File: config.mk
export PLATFORM = sky130hd
export DESIGN_NAME = ail_int_ctrl
export DESIGN_NICKNAME = d
export VERILOG_FILES = /design/src/hw/ail_pkg.sv /design/src/hw/ail_int_ctrl.sv
export SDC_FILE = /design/constraint.sdc
export NUM_CORES = 1
export LEC_CHECK = 0
export BUFFER_PORTS_ARGS = -buffer_cell sky130_fd_sc_hd__buf_2
export CAP_MARGIN = 40
export CORE_UTILIZATION = 40
export DETAILED_ROUTE_END_ITERATION = 8
export PLACE_DENSITY_LB_ADDON = 0.1
export SLEW_MARGIN = 15
export SYNTH_ARGS = -nofsm -noshare
export SYNTH_HDL_FRONTEND = slang
export SYNTH_SLANG_ARGS = --single-unit
File: constraint.sdc
create_clock -name sys_clk -period 3.7 [get_ports sys_clk]
set_input_delay 0.185 -clock sys_clk [delete_from_list [all_inputs] [get_ports sys_clk]]
set_output_delay 0.185 -clock sys_clk [all_outputs]
set_load 0.1 [all_outputs]
File: src/hw/ail_pkg.sv
// Constants and types for the converter interrupt and limit status block.
`default_nettype none
package ail_pkg;
  localparam int DATA_W = 16;
  localparam int ADDR_W = 4;
  localparam int NSRC = 8;
  localparam int SMP_W = 9;
  localparam logic [3:0] OFS_INT_ENABLE = 4'h9;
  localparam logic [3:0] OFS_INT_FLAGS = 4'ha;
  localparam logic [3:0] OFS_LIMIT_HIT = 4'hd;
  localparam int SRC_WDOG = 0;
  localparam int SRC_IMATCH = 1;
  localparam int SRC_FIFO = 2;
  localparam int SRC_AZERO = 3;
  localparam int SRC_FULLCAL = 4;
  localparam int SRC_PAUSE = 5;
  localparam int SRC_STBY = 7;
  localparam logic [7:0] SRC_USED_MASK = 8'hbf;
  localparam int TRIG_LSB = 8;
  localparam int TRIG_W = 3;
  localparam int THR_LSB = 11;
  localparam int THR_W = 5;
  localparam int LIM2_LSB = 8;
  localparam int FCNT_W = 6;
  localparam logic [15:0] ENABLE_RESET = 16'h0000;
  localparam logic [7:0] FLAGS_RESET = 8'h00;
  localparam logic [15:0] LIMIT_RESET = 16'h0000;
  localparam int CLK_FREQ_KHZ = 250000;
  localparam int STBY_SETTLE_MS = 10;
  localparam int STBY_SETTLE_CYC = STBY_SETTLE_MS * CLK_FREQ_KHZ;
  localparam int SETTLE_W = 22;
  localparam int PIN_W = 23;
  localparam int PIN_DIN_LSB = 0;
  localparam int PIN_ADDR_LSB = 16;
  localparam int PIN_WR = 20;
  localparam int PIN_RD = 21;
  localparam int PIN_CS = 22;
  localparam logic [PIN_W-1:0] PIN_IDLE = 23'h70_0000;
  typedef enum logic [2:0] {
    WD_IDLE = 3'h1,
    WD_LIM1 = 3'h2,
    WD_LIM2 = 3'h4
  } ail_wd_state_t;
endpackage
`default_nettype wire

File: src/hw/ail_int_ctrl.sv
// Interrupt flags, enables and watchdog limit status of the converter.
`default_nettype none
// Contract
// seven equal sources, unmasked flag drives interrupt
// host reads flags after every enable write
// watchdog compares limit one then limit two
// pointer equals trigger field flags source one
// FIFO count equals nonzero threshold flags source two
// short auto-zero completion flags source three
// full calibration completion flags source four
// fetched pause instruction flags source five
// standby exit plus settling delay flags seven
// flags set regardless of enable bits
// enable and status bit six ignored
// trigger zero skips first fetch of zero
// interrupts never halt the sequencer
// reading flags or device reset clears them
// status shows pointer and FIFO count running
// limit bit n or n+8 per limit hit
// reading limit status or reset clears it
// reset bit clears flags, restarts sequencer state
// interrupt low while enabled flag stays set
module ail_int_ctrl #(
  parameter int STBY_SETTLE_CYCLES = ail_pkg::STBY_SETTLE_CYC
) (
  input  wire logic        sys_clk,
  input  wire logic        reset,
  input  wire logic        cs_n,
  input  wire logic        rd_n,
  input  wire logic        wr_n,
  input  wire logic [3:0]  addr,
  input  wire logic [15:0] db_in,
  output logic      [15:0] db_out,
  output logic             db_oe,
  output logic             int_n,
  output logic             seq_clear,
  input  wire logic        fetch_valid,
  input  wire logic [2:0]  fetch_ptr,
  input  wire logic        fetch_pause,
  input  wire logic        seq_running,
  input  wire logic [2:0]  instruction_pointer,
  input  wire logic [5:0]  fifo_count,
  input  wire logic        azero_done,
  input  wire logic        fullcal_done,
  input  wire logic        standby_bit,
  input  wire logic        cfg_reset_pulse,
  input  wire logic        wd_start,
  input  wire logic [2:0]  wd_instr,
  input  wire logic [8:0]  wd_sample,
  input  wire logic [8:0]  wd_lim1,
  input  wire logic        wd_lim1_above,
  input  wire logic [8:0]  wd_lim2,
  input  wire logic        wd_lim2_above
);
  function automatic logic wd_hit(input logic [8:0] s, input logic [8:0] l, input logic above);
    wd_hit = above ? ($signed(s) > $signed(l)) : ($signed(s) < $signed(l));
  endfunction
  function automatic logic is_mapped(input logic [3:0] a);
    is_mapped = (a == ail_pkg::OFS_INT_ENABLE) || (a == ail_pkg::OFS_INT_FLAGS) ||
                (a == ail_pkg::OFS_LIMIT_HIT);
  endfunction
  logic [22:0] pin_s1_reg, pin_s2_reg, pin_s3_reg, pin_f_reg, pin_f_next;
  logic        rd_act_reg, wr_act_reg;
  logic [3:0]  rd_addr_reg, rd_addr_next;
  logic [15:0] en_reg, en_next;
  logic [7:0]  flags_reg, flags_next, flag_snap_reg, flag_snap_next;
  logic [15:0] limit_reg, limit_next, limit_snap_reg, limit_snap_next;
  logic [15:0] dout_reg, dout_next;
  logic        oe_reg, oe_next, int_n_reg, int_n_next, seq_clr_reg, seq_clr_next;
  logic        first_fetch_reg, first_fetch_next, fifo_eq_reg, stby_d_reg, settle_act_reg, settle_act_next;
  logic [21:0] settle_cnt_reg, settle_cnt_next;
  ail_pkg::ail_wd_state_t wd_state_reg, wd_state_next;
  logic [2:0]  wd_instr_reg, wd_instr_next;
  logic [8:0]  wd_sample_reg, wd_sample_next, wd_l1_reg, wd_l1_next, wd_l2_reg, wd_l2_next;
  logic        wd_a1_reg, wd_a1_next, wd_a2_reg, wd_a2_next;
  logic        rd_act, wr_act, rd_go, rd_end, wr_end;
  logic [3:0]  f_addr;
  logic [15:0] f_din;
  logic [2:0]  trig;
  logic [4:0]  thr;
  logic        fifo_eq, stby_fall, dev_clear, hit1, hit2;
  logic [7:0]  set_vec, enabled;
  logic [15:0] lim_set, status_word;
  // A pin change counts once the second and third stages agree.
  assign pin_f_next = (pin_s3_reg & ~(pin_s2_reg ^ pin_s3_reg)) | (pin_f_reg & (pin_s2_reg ^ pin_s3_reg));
  assign rd_act = ~pin_f_reg[ail_pkg::PIN_CS] & ~pin_f_reg[ail_pkg::PIN_RD];
  assign wr_act = ~pin_f_reg[ail_pkg::PIN_CS] & ~pin_f_reg[ail_pkg::PIN_WR];
  assign rd_go = rd_act & ~rd_act_reg;
  assign rd_end = ~rd_act & rd_act_reg;
  assign wr_end = ~wr_act & wr_act_reg;
  assign f_addr = pin_f_reg[ail_pkg::PIN_ADDR_LSB +: ail_pkg::ADDR_W];
  assign f_din = pin_f_reg[ail_pkg::PIN_DIN_LSB +: ail_pkg::DATA_W];
  assign trig = en_reg[ail_pkg::TRIG_LSB +: ail_pkg::TRIG_W];
  assign thr = en_reg[ail_pkg::THR_LSB +: ail_pkg::THR_W];
  assign fifo_eq = ({1'b0, thr} == fifo_count);
  assign stby_fall = stby_d_reg & ~standby_bit;
  assign dev_clear = cfg_reset_pulse | stby_fall;
  assign hit1 = (wd_state_reg == ail_pkg::WD_LIM1) && wd_hit(wd_sample_reg, wd_l1_reg, wd_a1_reg);
  assign hit2 = (wd_state_reg == ail_pkg::WD_LIM2) && wd_hit(wd_sample_reg, wd_l2_reg, wd_a2_reg);
  assign enabled = flags_reg & en_reg[7:0] & ail_pkg::SRC_USED_MASK;
  // Event detection; every source sets its flag whatever its enable bit holds. R10
  always_comb begin
    set_vec = 8'h00;
    set_vec[ail_pkg::SRC_WDOG] = hit1 | hit2;
    set_vec[ail_pkg::SRC_IMATCH] = fetch_valid && (fetch_ptr == trig) &&
                                   !(first_fetch_reg && (fetch_ptr == 3'h0));
    set_vec[ail_pkg::SRC_FIFO] = fifo_eq && !fifo_eq_reg && (thr != 5'h00);
    set_vec[ail_pkg::SRC_AZERO] = azero_done;
    set_vec[ail_pkg::SRC_FULLCAL] = fullcal_done;
    set_vec[ail_pkg::SRC_PAUSE] = fetch_valid && fetch_pause;
    set_vec[ail_pkg::SRC_STBY] = settle_act_reg && !standby_bit && (settle_cnt_reg == 22'h00_0001);
    set_vec = set_vec & ail_pkg::SRC_USED_MASK;
    lim_set = 16'h0000;
    if (hit1) begin
      lim_set[wd_instr_reg] = 1'b1;
    end
    if (hit2) begin
      lim_set[ail_pkg::LIM2_LSB + int'(wd_instr_reg)] = 1'b1;
    end
  end
  // Pointer and FIFO count read back only while the sequencer runs.
  always_comb begin
    status_word = {8'h00, flags_reg & ail_pkg::SRC_USED_MASK};
    if (seq_running) begin
      status_word[ail_pkg::TRIG_LSB +: ail_pkg::TRIG_W] = instruction_pointer;
      status_word[ail_pkg::THR_LSB +: ail_pkg::THR_W] = fifo_count[4:0];
    end
  end
  // Host access, flag bookkeeping and interrupt output.
  always_comb begin
    rd_addr_next = rd_go ? f_addr : rd_addr_reg;
    en_next = en_reg;
    if (wr_end && (f_addr == ail_pkg::OFS_INT_ENABLE)) begin
      en_next = f_din;
    end
    dout_next = dout_reg;
    flag_snap_next = flag_snap_reg;
    limit_snap_next = limit_snap_reg;
    if (rd_go) begin
      case (f_addr)
        ail_pkg::OFS_INT_ENABLE: dout_next = en_reg;
        ail_pkg::OFS_INT_FLAGS: dout_next = status_word;
        ail_pkg::OFS_LIMIT_HIT: dout_next = limit_reg;
        default: dout_next = 16'h0000;
      endcase
      flag_snap_next = (f_addr == ail_pkg::OFS_INT_FLAGS) ? flags_reg : 8'h00;
      limit_snap_next = (f_addr == ail_pkg::OFS_LIMIT_HIT) ? limit_reg : 16'h0000;
    end
    oe_next = rd_go ? is_mapped(f_addr) : (rd_act & oe_reg);
    // Only the bits the host actually saw are cleared, and a new set wins.
    flags_next = flags_reg;
    limit_next = limit_reg;
    if (rd_end && (rd_addr_reg == ail_pkg::OFS_INT_FLAGS)) begin
      flags_next = flags_reg & ~flag_snap_reg;
    end
    if (rd_end && (rd_addr_reg == ail_pkg::OFS_LIMIT_HIT)) begin
      limit_next = limit_reg & ~limit_snap_reg;
    end
    flags_next = flags_next | set_vec;
    limit_next = limit_next | lim_set;
    if (dev_clear) begin
      flags_next = ail_pkg::FLAGS_RESET;
      limit_next = ail_pkg::LIMIT_RESET;
    end
    int_n_next = ~(|enabled);
    // Interrupts are not fed back to the sequencer; only the reset bit or a standby exit stops it. R13
    seq_clr_next = dev_clear;
    first_fetch_next = dev_clear ? 1'b1 : (fetch_valid ? 1'b0 : first_fetch_reg);
  end
  // Standby settling timer.
  always_comb begin
    settle_cnt_next = settle_cnt_reg;
    settle_act_next = settle_act_reg;
    if (standby_bit) begin
      settle_act_next = 1'b0;
    end else if (stby_fall) begin
      settle_cnt_next = ail_pkg::SETTLE_W'(STBY_SETTLE_CYCLES);
      settle_act_next = 1'b1;
    end else if (settle_act_reg) begin
      settle_cnt_next = settle_cnt_reg - 22'h00_0001;
      settle_act_next = (settle_cnt_reg != 22'h00_0001);
    end
  end
  // Watchdog comparison sequencing: limit one, then limit two.
  always_comb begin
    wd_state_next = wd_state_reg;
    wd_instr_next = wd_instr_reg;
    wd_sample_next = wd_sample_reg;
    wd_l1_next = wd_l1_reg;
    wd_l2_next = wd_l2_reg;
    wd_a1_next = wd_a1_reg;
    wd_a2_next = wd_a2_reg;
    case (wd_state_reg)
      ail_pkg::WD_IDLE: begin
        if (wd_start) begin
          wd_state_next = ail_pkg::WD_LIM1;
          wd_instr_next = wd_instr;
          wd_sample_next = wd_sample;
          wd_l1_next = wd_lim1;
          wd_l2_next = wd_lim2;
          wd_a1_next = wd_lim1_above;
          wd_a2_next = wd_lim2_above;
        end
      end
      ail_pkg::WD_LIM1: wd_state_next = ail_pkg::WD_LIM2;
      ail_pkg::WD_LIM2: wd_state_next = ail_pkg::WD_IDLE;
      default: wd_state_next = ail_pkg::WD_IDLE;
    endcase
  end
  always_ff @(posedge sys_clk) begin
    if (reset) begin
      pin_s1_reg <= ail_pkg::PIN_IDLE;
      pin_s2_reg <= ail_pkg::PIN_IDLE;
      pin_s3_reg <= ail_pkg::PIN_IDLE;
      pin_f_reg <= ail_pkg::PIN_IDLE;
      rd_act_reg <= 1'b0;
      wr_act_reg <= 1'b0;
      rd_addr_reg <= 4'h0;
      en_reg <= ail_pkg::ENABLE_RESET;
      flags_reg <= ail_pkg::FLAGS_RESET;
      flag_snap_reg <= 8'h00;
      limit_reg <= ail_pkg::LIMIT_RESET;
      limit_snap_reg <= 16'h0000;
      dout_reg <= 16'h0000;
      oe_reg <= 1'b0;
      int_n_reg <= 1'b1;
      seq_clr_reg <= 1'b0;
      first_fetch_reg <= 1'b1;
      fifo_eq_reg <= 1'b0;
      stby_d_reg <= 1'b0;
      settle_cnt_reg <= 22'h00_0000;
      settle_act_reg <= 1'b0;
      wd_state_reg <= ail_pkg::WD_IDLE;
      wd_instr_reg <= 3'h0;
      wd_sample_reg <= 9'h000;
      wd_l1_reg <= 9'h000;
      wd_l2_reg <= 9'h000;
      wd_a1_reg <= 1'b0;
      wd_a2_reg <= 1'b0;
    end else begin
      pin_s1_reg <= {cs_n, rd_n, wr_n, addr, db_in};
      pin_s2_reg <= pin_s1_reg;
      pin_s3_reg <= pin_s2_reg;
      pin_f_reg <= pin_f_next;
      rd_act_reg <= rd_act;
      wr_act_reg <= wr_act;
      rd_addr_reg <= rd_addr_next;
      en_reg <= en_next;
      flags_reg <= flags_next;
      flag_snap_reg <= flag_snap_next;
      limit_reg <= limit_next;
      limit_snap_reg <= limit_snap_next;
      dout_reg <= dout_next;
      oe_reg <= oe_next;
      int_n_reg <= int_n_next;
      seq_clr_reg <= seq_clr_next;
      first_fetch_reg <= first_fetch_next;
      fifo_eq_reg <= fifo_eq;
      stby_d_reg <= standby_bit;
      settle_cnt_reg <= settle_cnt_next;
      settle_act_reg <= settle_act_next;
      wd_state_reg <= wd_state_next;
      wd_instr_reg <= wd_instr_next;
      wd_sample_reg <= wd_sample_next;
      wd_l1_reg <= wd_l1_next;
      wd_l2_reg <= wd_l2_next;
      wd_a1_reg <= wd_a1_next;
      wd_a2_reg <= wd_a2_next;
    end
  end
  assign db_out = dout_reg;
  assign db_oe = oe_reg;
  assign int_n = int_n_reg;
  assign seq_clear = seq_clr_reg;
endmodule
`default_nettype wire

==> impl_metrics.csv, run 1 <==
group,metric,value,unit
yosys,synthFlopType,"dfxtp_1",
grt,antenna_found_initial,0,
setup_path,start_kind,"flip-flop",
yosys,syn_inst,1012,
clocking,clk_latency,530,ps
yosys,synth_cell_types,64,
route,post_drt_wl_per_cell,14.5,um
finish,area_delta_synth_final,24.7,%
yosys,syn_area,9230,um2
floorplanning,die_area,23700,um2
yosys,synthArstFlopShare,0,
placement,portBuffers,95,
clocking,cts_resized,0,
timing,final_hold_viol_count,0,
floorplanning,die_h,154,um
setup_path,critPathArrivalTime,2670,ps
timing,rsz0062_at_grt,"no",
yosys,synth_edf_count,0,
timing,finalMaxSlewViolations,0,
floorplanning,die_x,154,um
pwr,power.density,510,nW/um2
clocking,cts_buffer_depth,3,
pwr,irDropWorstVdd,0.000241,V
route,routed_wl,21.2,mm
finish,drive_gt1_frac,0.157,
finish,final_area,11500,um2
clocking,post-cts-setup-buffer-count,0,
placement,dp_hpwl,13.9,mm
grt,grt_first_pass_wirelength,35.0,mm
clocking,h-tree-depth,1,
yosys,yosys_register_bits,240,
timing,finalSetupViolCount,0,
setup_path,path_class,"flip-flop to flip-flop",
status,status,"finished, final reports clean",
grt,first_global_vias,6914,
flow_run,cap_viol_max_count,0,
yosys,synth.yosys.seq_area_share,0.521,
clocking,cts_tree,"built",
route,num_vias,7300,
grt,grt_usage,0.181,
yosys,syn_nets,1109,
route,route.detailed.drc,0,
grt,grt_overflow,0,
clocking,path_clk_slew,60,ps
clocking,cts_buffers,27,
floorplanning,row_count,55,
yosys,syn_area_per_cell,9.12,um2
floorplanning,initial_utilization,0.408,
timing,tightest_slew,854,ps
route,antenna_left,0,
route,first_pass_iters,6,
route,drtIter0Drc,500,
finish,n_antenna_cell,0,
floorplanning,core_area,22600,um2
yosys,synth.yosys.warnings,0,
timing,relSlewSlack,0.430,
route,via_per_inst,4.99,
timing,fmax,448,MHz
timing,tns,0,ps
grt,grt_start_max_net_pins,114,
setup_path,required,4130,ps
finish,fin_util,0.508,
timing,min_period,2230,ps
finish,most-common-layout-cells,"240 x dfxtp_1, 137 x nand2_1, 99 x a21oi_1, 97 x nor2_1, 95 x buf_2",
placement,place_congestion,0.738,
finish,final_common_cell,"dfxtp_1",
floorplanning,ios,96,
setup_path,end_kind,"flip-flop",
timing,period_share,0.604,
worst_hold_path,holdCritPathClass,"primary input to flip-flop",
timing,clock_skew,10.2,ps
placement,dpl-instance-area,9980,um2
clocking,cts_root_buf,"clkbuf_16",
finish,nNetsFinal,1257,
pwr,leakage,4.33,nW
clocking,cts_sinks,240,
setup_path,path_max_fanout,9,
==> worst paths after layout <==
check / endpoint / slack (ps) / startpoint / cells past startpoint
worst max register to register: limit_reg[8] / 1470 / wd_l2_reg[4] / 8
worst min register to register: pin_s2_reg[22] / 410 / pin_s1_reg[22] / 1
worst min-delay path: fifo_eq_reg / 30 / fifo_count[2] / 4
worst max-delay path: limit_reg[8] / 1470 / wd_l2_reg[4] / 8
==> cell families (layout without fill, tap and decap cells) <==
| logic type | count (synthesis) | in the layout | share of synthesized area |
|---|---|---|---|
| compound gates | 197 | 197 | 0.134 |
| xor+xnor | 28 | 28 | 0.0266 |
| fa+ha+maj | 20 | 20 | 0.0271 |
| buf+inv | 82 | 247 | 0.0378 |
| flops | 240 | 240 | 0.521 |
| mux | 35 | 35 | 0.0389 |
| simple gates | 410 | 410 | 0.215 |
==> metrics by stage <==
step                hold slack (ps)  cells  worst slack (ps)  total power [W]
floorplan                       264   1012              1560          0.00306
CTS                            19.6   1462              1490          0.00594
finish                         33.6   1462              1470          0.00587
detailed placement              369   1353              1440          0.00319
global route                   53.7   1462              1120          0.00611
global placement                374   1351              1480          0.00318
==> metal layers <==
| metal | part of all wire | global-route usage | vias to the layer above |
|---|---|---|---|
| met2 | 0.45 | 0.295 | 135 |
| met4 | 0.023 | 0.0510 | 0 |
| li1 | - | - | 3768 |
| met5 | 0 | 0 | - |
| met1 | 0.49 | 0.251 | 3363 |
| met3 | 0.035 | 0.0256 | 34 |
==> where the power goes <==
| part | internal, W | total (W) | switching (W) |
|---|---|---|---|
| logic | 0.000214 | 0.000456 | 0.000242 |
| registers | 0.00267 | 0.00273 | 0.0000601 |
| clock network | 0.00166 | 0.00268 | 0.00102 |
==> area by class of cell <==
cell class	instances	area, um2
inverter	25	93.8
multi-input combinational	690	4100
sequential	240	4800
clock inverter	5	104
timing repair buffer	176	1260
fill	2146	11100
clock buffer	41	788
tap	285	357
==> Yosys cell counts (all sizes together), types with 3 or more instances <==
master   count  area, um2
nor2        98        370
dfxtp      240       4800
a221oi       7       61.3
nor2b       63        397
xor2        16        140
nand2      137        514
clkbuf      46        193
mux2         7       78.8
nand4        6       37.5
and2         3       18.8
or4          4       33.8
o21bai       5       41.3
nand4b       4       35.0
nand3       31        155
nand2b       4       25.0
o21ai       27        135
xnor2       12        105
or2         10       62.6
buf         11       62.6
nor3        24        125
mux2i       28        280
nor4         8       62.6
ha          20        250
or3          3       18.8
o31ai       13       97.6
o41ai        4       42.6
nor3b        5       37.5
a2bb2oi      9       78.8
a22oi       20        150
inv         24       90.1
a21oi       99        495
==> worst max-delay path, stage by stage, from the launching register on <==
cell and delay [ps]:
dfxtp_1 330, inv_1 50, ha_1 300, a21oi_1 160
o21ai_0 120, a2111oi_0 570, mux2i_1 150, buf_4 200
o41ai_1 270
==> what timing repair did <==
action | 4_1_cts | 5_1_grt
hold buffers | 63 | 0
endpoints found under the setup margin | 0 | 0
hold endpoints to repair | 63 | 0
Note: power is estimated with default switching activity, not from simulation.
==> run 2, diff against run 1 <==
--- a/config.mk
+++ b/config.mk
@@ -5,6 +5,7 @@
 export SDC_FILE = /design/constraint.sdc
 export NUM_CORES = 1
 export LEC_CHECK = 0
+export ABC_AREA = 1
 export BUFFER_PORTS_ARGS = -buffer_cell sky130_fd_sc_hd__buf_2
 export CAP_MARGIN = 40
 export CORE_UTILIZATION = 40
==> constraint.sdc (replaced) <==
create_clock -name sys_clk -period 2.25 [get_ports sys_clk]
set_input_delay 0.1125 -clock sys_clk [delete_from_list [all_inputs] [get_ports sys_clk]]
set_output_delay 0.1125 -clock sys_clk [all_outputs]
set_load 0.1 [all_outputs]
==> run 2 against run 1 <==
Net effect: maximum frequency is 13% higher; critical path depth is 1 lower; setup slack lost 1200 ps; via count increased by 8.4%; cell area grew 3.3%; non-clock buffer count is 2 higher; core utilization shrank 0.18 points; area after synthesis grew 3.9%; highest routed layer unchanged.
==> impl_metrics.csv, run 2 <==
group,metric,value,unit
yosys,yosysTopAreaCellShare,0.501,
setup_path,required,2630,ps
yosys,synthArstFlopShare,0,
yosys,syn_area_per_cell,7.79,um2
pwr,intPower,0.00720,W
yosys,yosys.area.top_type,"dfxtp_1",
floorplanning,die_area,24600,um2
yosys,synthTopCellsByCount,"240 x dfxtp_1, 187 x inv_1, 171 x nor2_1",
timing,period_share,0.879,
yosys,synth_edf_count,0,
clocking,cts_root_buf,"clkbuf_16",
placement,portBuffers,95,
finish,area_delta_synth_final,24.0,%
clocking,cts_tree,"built",
setup_path,cp-startpoint,"stby_d_reg",
pwr,p_switching,0.00222,W
timing,rsz0062_at_grt,"no",
pwr,sw_frac_of_total,0.236,
finish,n_antenna_cell,0,
timing,min_period,1980,ps
pwr,leakage,5.11,nW
setup_path,timing.rr.start,"stby_d_reg",
placement,dp_hpwl,14.6,mm
placement,pre_cts_slack,464,ps
status,status,"finished, final reports clean",
finish,final_common_cell,"dfxtp_1",
finish,nNetsFinal,1487,
finish,most-common-layout-cells,"240 x dfxtp_1, 186 x inv_1, 171 x nor2_1, 141 x nand2_1, 118 x a21oi_1",
yosys,synth.yosys.warnings,0,
timing,clock_skew,15.6,ps
grt,first_global_vias,7198,
yosys,yosys_register_bits,240,
yosys,synthTopCellsByArea,"dfxtp_1 50%, inv_1 7.3%, nor2_1 6.7%, a21oi_1 6.2%, nand2_1 5.5%",
floorplanning,core_area,23500,um2
timing,tightest_slew,607,ps
setup_path,slowest_delay,560,ps
clocking,cts_buffers,25,
setup_path,r2r_setup_slack,270,ps
finish,fin_util,0.506,
timing,relSlewSlack,0.593,
pwr,power.density,793,nW/um2
grt,grt_first_pass_wirelength,35.5,mm
finish,drive_gt1_frac,0.147,
floorplanning,row_count,56,
timing,finalMaxSlewViolations,0,
clocking,cts_sinks,240,
setup_path,path_max_fanout,10,
setup_path,start_kind,"flip-flop",
clocking,clk_latency,510,ps
setup_path,crit_buf_inv,3,
setup_path,critPathArrivalTime,2360,ps
route,post_drt_wl_per_cell,12.5,um
yosys,syn_nets,1328,
route,num_vias,7915,
pwr,pwr-share-seq,0.475,
timing,tns,0,ps
yosys,synth_cell_types,40,
worst_hold_path,hold_start,"fifo_count[0]",
timing,final_hold_viol_count,0,
yosys,synth.yosys.seq_area_share,0.501,
setup_path,critical_path.top_delay_family,"buffers and inverters",
clocking,post-cts-setup-buffer-count,0,
grt,grt_overflow,0,
setup_path,crit_slowest_cell,"dlygate4sd3_1",
floorplanning,die_h,157,um
grt,grt_usage,0.178,
clocking,path_clk_slew,60,ps
route,route.detailed.drc,0,
floorplanning,initial_utilization,0.408,
worst_hold_path,holdCritPathClass,"primary input to flip-flop",
timing,fmax,505,MHz
route,first_pass_iters,5,
flow_run,cap_viol_max_count,0,
route,via_per_inst,4.59,
floorplanning,ios,96,
yosys,syn_inst,1231,
timing,finalSetupViolCount,0,
placement,place_congestion,0.823,
setup_path,crit_chain,"nand2_4 -> inv_2 -> nor2_4 -> inv_2 -> nor2_4 -> o21ai_0 -> dlygate4sd3_1",
route,routed_wl,21.5,mm
pwr,p_total,0.00942,W
setup_path,path_class,"flip-flop to flip-flop",
route,antenna_left,0,
clocking,h-tree-depth,1,
floorplanning,die_x,157,um
yosys,syn_area,9590,um2
clocking,cts_buffer_depth,3,
grt,antenna_found_initial,0,
grt,grt_start_max_net_pins,96,
timing,timing.hold.ws,17.8,ps
yosys,synth_most_common_cell,"dfxtp_1",
pwr,p_comb_frac,0.097,
setup_path,end_kind,"flip-flop",
pwr,irDropWorstVdd,0.000421,V
route,drtIter0Drc,382,
timing,fin_ws,271,ps
pwr,p_clk_frac,0.428,
yosys,synthFlopType,"dfxtp_1",
-- run 2: through the flow --
| step | area (um2) | cells |
|---|---|---|
| 5_1_grt | 11900 | 1724 |
| 4_1_cts | 11900 | 1724 |
| 6_report | 11900 | 1724 |
| 2_1_floorplan | 9590 | 1231 |
| 3_3_place_gp | 10300 | 1609 |
| 3_5_place_dp | 10300 | 1609 |
-- run 2: logic make-up after synthesis --
family,Yosys count,share of synthesized area
compound gates,270,0.149
xor+xnor,6,0.00548
fa+ha+maj,20,0.0261
buf+inv,246,0.101
flops,240,0.501
simple gates,449,0.217
-- run 2: worst register-to-register path: stages, from the launching register on --
cell	delay, ps
dfxtp_1	340
nand2_4	130
inv_2	110
nor2_4	240
inv_2	130
nor2_4	220
o21ai_0	120
dlygate4sd3_1	560
-- run 2: timing repair --
item	CTS	global route
endpoints found under the hold margin	77	0
hold buffers	73	0
resized for setup	0	0
-- run 2: final timing paths --
check	endpoint	cells past startpoint
worst max-delay path	first_fetch_reg	7
worst min-delay path	db_out[11]	5
worst max register to register	first_fetch_reg	7
worst min register to register	pin_s2_reg[13]	2
-- run 2: layout make-up --
| class | count | area [um2] |
|---|---|---|
| clock inverter | 3 | 42.5 |
| multi-input combinational | 745 | 3810 |
| tap | 319 | 399 |
| fill | 2310 | 11600 |
| inverter | 200 | 751 |
| timing repair buffer | 178 | 1310 |
| sequential | 240 | 4800 |
| clock buffer | 39 | 768 |
-- run 2: power groups by stage --
stage	Clock, W	Sequential [W]	Combinational (W)
after floorplan	0	0.00456	0.000596
after global placement	0	0.00457	0.000813
after detailed placement	0	0.00457	0.000823
after CTS	0.00414	0.00448	0.000921
after global routing	0.00431	0.00450	0.00105
final	0.00403	0.00448	0.000915
-- run 2: routing by layer --
layer,track usage,routed length (um),up-vias
met4,0.0467,421,0
met1,0.256,11300,3503
met5,0,0,-
met3,0.0219,687,30
met2,0.280,9130,126
li1,-,-,4256
==> run 3, diff against run 2 <==
--- a/config.mk
+++ b/config.mk
@@ -11,6 +11,7 @@
 export CORE_UTILIZATION = 40
 export DETAILED_ROUTE_END_ITERATION = 8
 export PLACE_DENSITY_LB_ADDON = 0.1
+export RECOVER_POWER = 25
 export SLEW_MARGIN = 15
 export SYNTH_ARGS = -nofsm -noshare
 export SYNTH_HDL_FRONTEND = slang
==> run 3 against run 2 <==
Net effect: the run now ends with max-capacitance violations, max-slew violations left; critical path depth did not move; maximum frequency is 0.40% lower; global-route usage unchanged; flip-flop and latch count unchanged; sequential share of layout area hardly changed; final cell count stayed put; core utilization about the same; clock skew barely moved; combinational power hardly changed; critical endpoint unchanged; largest power group unchanged.
==> impl_metrics.csv, run 3 (synthesis results as in run 2) <==
group,metric,value,unit
setup_path,critPathArrivalTime,2370,ps
grt,grt_first_pass_wirelength,35.5,mm
pwr,leakage,5.11,nW
clocking,clk_latency,510,ps
floorplanning,die_area,24600,um2
finish,nNetsFinal,1487,
route,first_pass_iters,5,
timing,tightest_slew,1600,ps
placement,dp_hpwl,14.6,mm
clocking,cts_resized,0,
floorplanning,core_area,23500,um2
timing,min_period,1990,ps
worst_hold_path,holdCritPathClass,"primary input to flip-flop",
setup_path,slowest_delay,560,ps
timing,fmax,503,MHz
floorplanning,ios,96,
finish,most-common-layout-cells,"240 x dfxtp_1, 187 x inv_1, 171 x nor2_1, 141 x nand2_1, 118 x a21oi_1",
floorplanning,die_x,157,um
finish,drive_gt1_frac,0.146,
setup_path,path_class,"flip-flop to flip-flop",
status,violations,"max-capacitance violations, max-slew violations",
timing,clock_skew,15.1,ps
pwr,power.density,793,nW/um2
setup_path,end_kind,"flip-flop",
grt,grt_start_max_net_pins,96,
status,status,"finished, violations left",
route,num_vias,7929,
clocking,cts_buffers,25,
timing,relSlewSlack,-0.0668,
finish,area_delta_synth_final,23.9,%
route,post_drt_wl_per_cell,12.5,um
pwr,irDropWorstVdd,0.000421,V
floorplanning,die_h,157,um
timing,finalMaxSlewViolations,30,
setup_path,timing.rr.start,"stby_d_reg",
clocking,cts_tree,"built",
timing,finalSetupViolCount,0,
grt,grt_overflow,0,
clocking,cts_root_buf,"clkbuf_16",
setup_path,crit_slowest_cell,"dlygate4sd3_1",
floorplanning,row_count,56,
route,route.detailed.drc,0,
grt,first_global_vias,7198,
setup_path,required,2630,ps
route,drtIter0Drc,408,
grt,grt_usage,0.178,
route,antenna_left,0,
setup_path,cp-startpoint,"stby_d_reg",
timing,rsz0062_at_grt,"no",
flow_run,cap_viol_max_count,1,
placement,portBuffers,95,
setup_path,start_kind,"flip-flop",
clocking,h-tree-depth,1,
setup_path,crit_chain,"nand2_4 -> inv_2 -> nor2_4 -> inv_2 -> nor2_4 -> o21ai_0 -> dlygate4sd3_1",
setup_path,path_max_fanout,10,
timing,tns,0,ps
clocking,cts_sinks,240,
pwr,p_total,0.00943,W
finish,final_common_cell,"dfxtp_1",
clocking,cts_buffer_depth,3,
finish,n_antenna_cell,0,
placement,place_congestion,0.823,
route,routed_wl,21.5,mm
timing,period_share,0.883,
route,via_per_inst,4.60,
timing,final_hold_viol_count,0,
worst_hold_path,hold_start,"fifo_count[0]",
floorplanning,initial_utilization,0.408,
grt,antenna_found_initial,0,
clocking,path_clk_slew,60,ps
## run 3: cell types whose count changed in the layout (fill, tap and decap cells not counted)
cell      delta
buf_4        -2
clkbuf_1     +1
clkbuf_2     +1
inv_1        +1
inv_2        -1
## run 3: metrics by stage
step           cells  area (um2)  setup slack, ps  utilization  hold WS [ps]
2_1_floorplan   1231        9590              656            -           192
3_3_place_gp    1609       10300              479        0.441           300
3_5_place_dp    1609       10300              464        0.441           300
4_1_cts         1724       11900              262        0.506         0.585
5_1_grt         1724       11900              123        0.506          47.4
6_report        1724       11900              263        0.506          17.7
## run 3: metal layers
layer	wire length, um	vias to the layer above	track usage
met5	0	-	0
met4	421	0	0.0467
met3	671	30	0.0219
met2	9200	121	0.280
met1	11200	3520	0.256
li1	-	4258	-
## run 3: power by group
part	internal, W	switching, W	total [W]
clock	0.00244	0.00160	0.00403
combinational	0.000373	0.000540	0.000913
sequential	0.00439	0.0000883	0.00448
## run 3: timing repair
| item | CTS | global route |
|---|---|---|
| hold buffers | 73 | 0 |
| endpoints found under the setup margin | 0 | 0 |
| buffers inserted | 0 | 0 |
| endpoints found under the hold margin | 77 | 0 |
## run 3: cell type report
cell class | count | area [um2]
Fill cell | 2312 | 11600
Clock inverter | 3 | 42.5
Clock buffer | 39 | 768
Sequential cell | 240 | 4800
Tap cell | 319 | 399
Inverter | 200 | 751
Multi-Input combinational cell | 745 | 3810
Timing Repair Buffer | 178 | 1300
## run 3: worst max-delay path, delay by kind of cell, from the launching register on
family                 cells  cell delay [ps]
AOI/OAI and AO/OA          1              120
and+or+nand+nor            3              600
buffers and inverters      3              810
DFF                        1              340
## run 3: path summary, 6_finish.rpt
path | endpoint | slack (ps) | cells past startpoint
max | first_fetch_reg | 260 | 7
max reg2reg | first_fetch_reg | 260 | 7
min reg2reg | pin_s2_reg[13] | 400 | 2
min | db_out[11] | 20 | 5
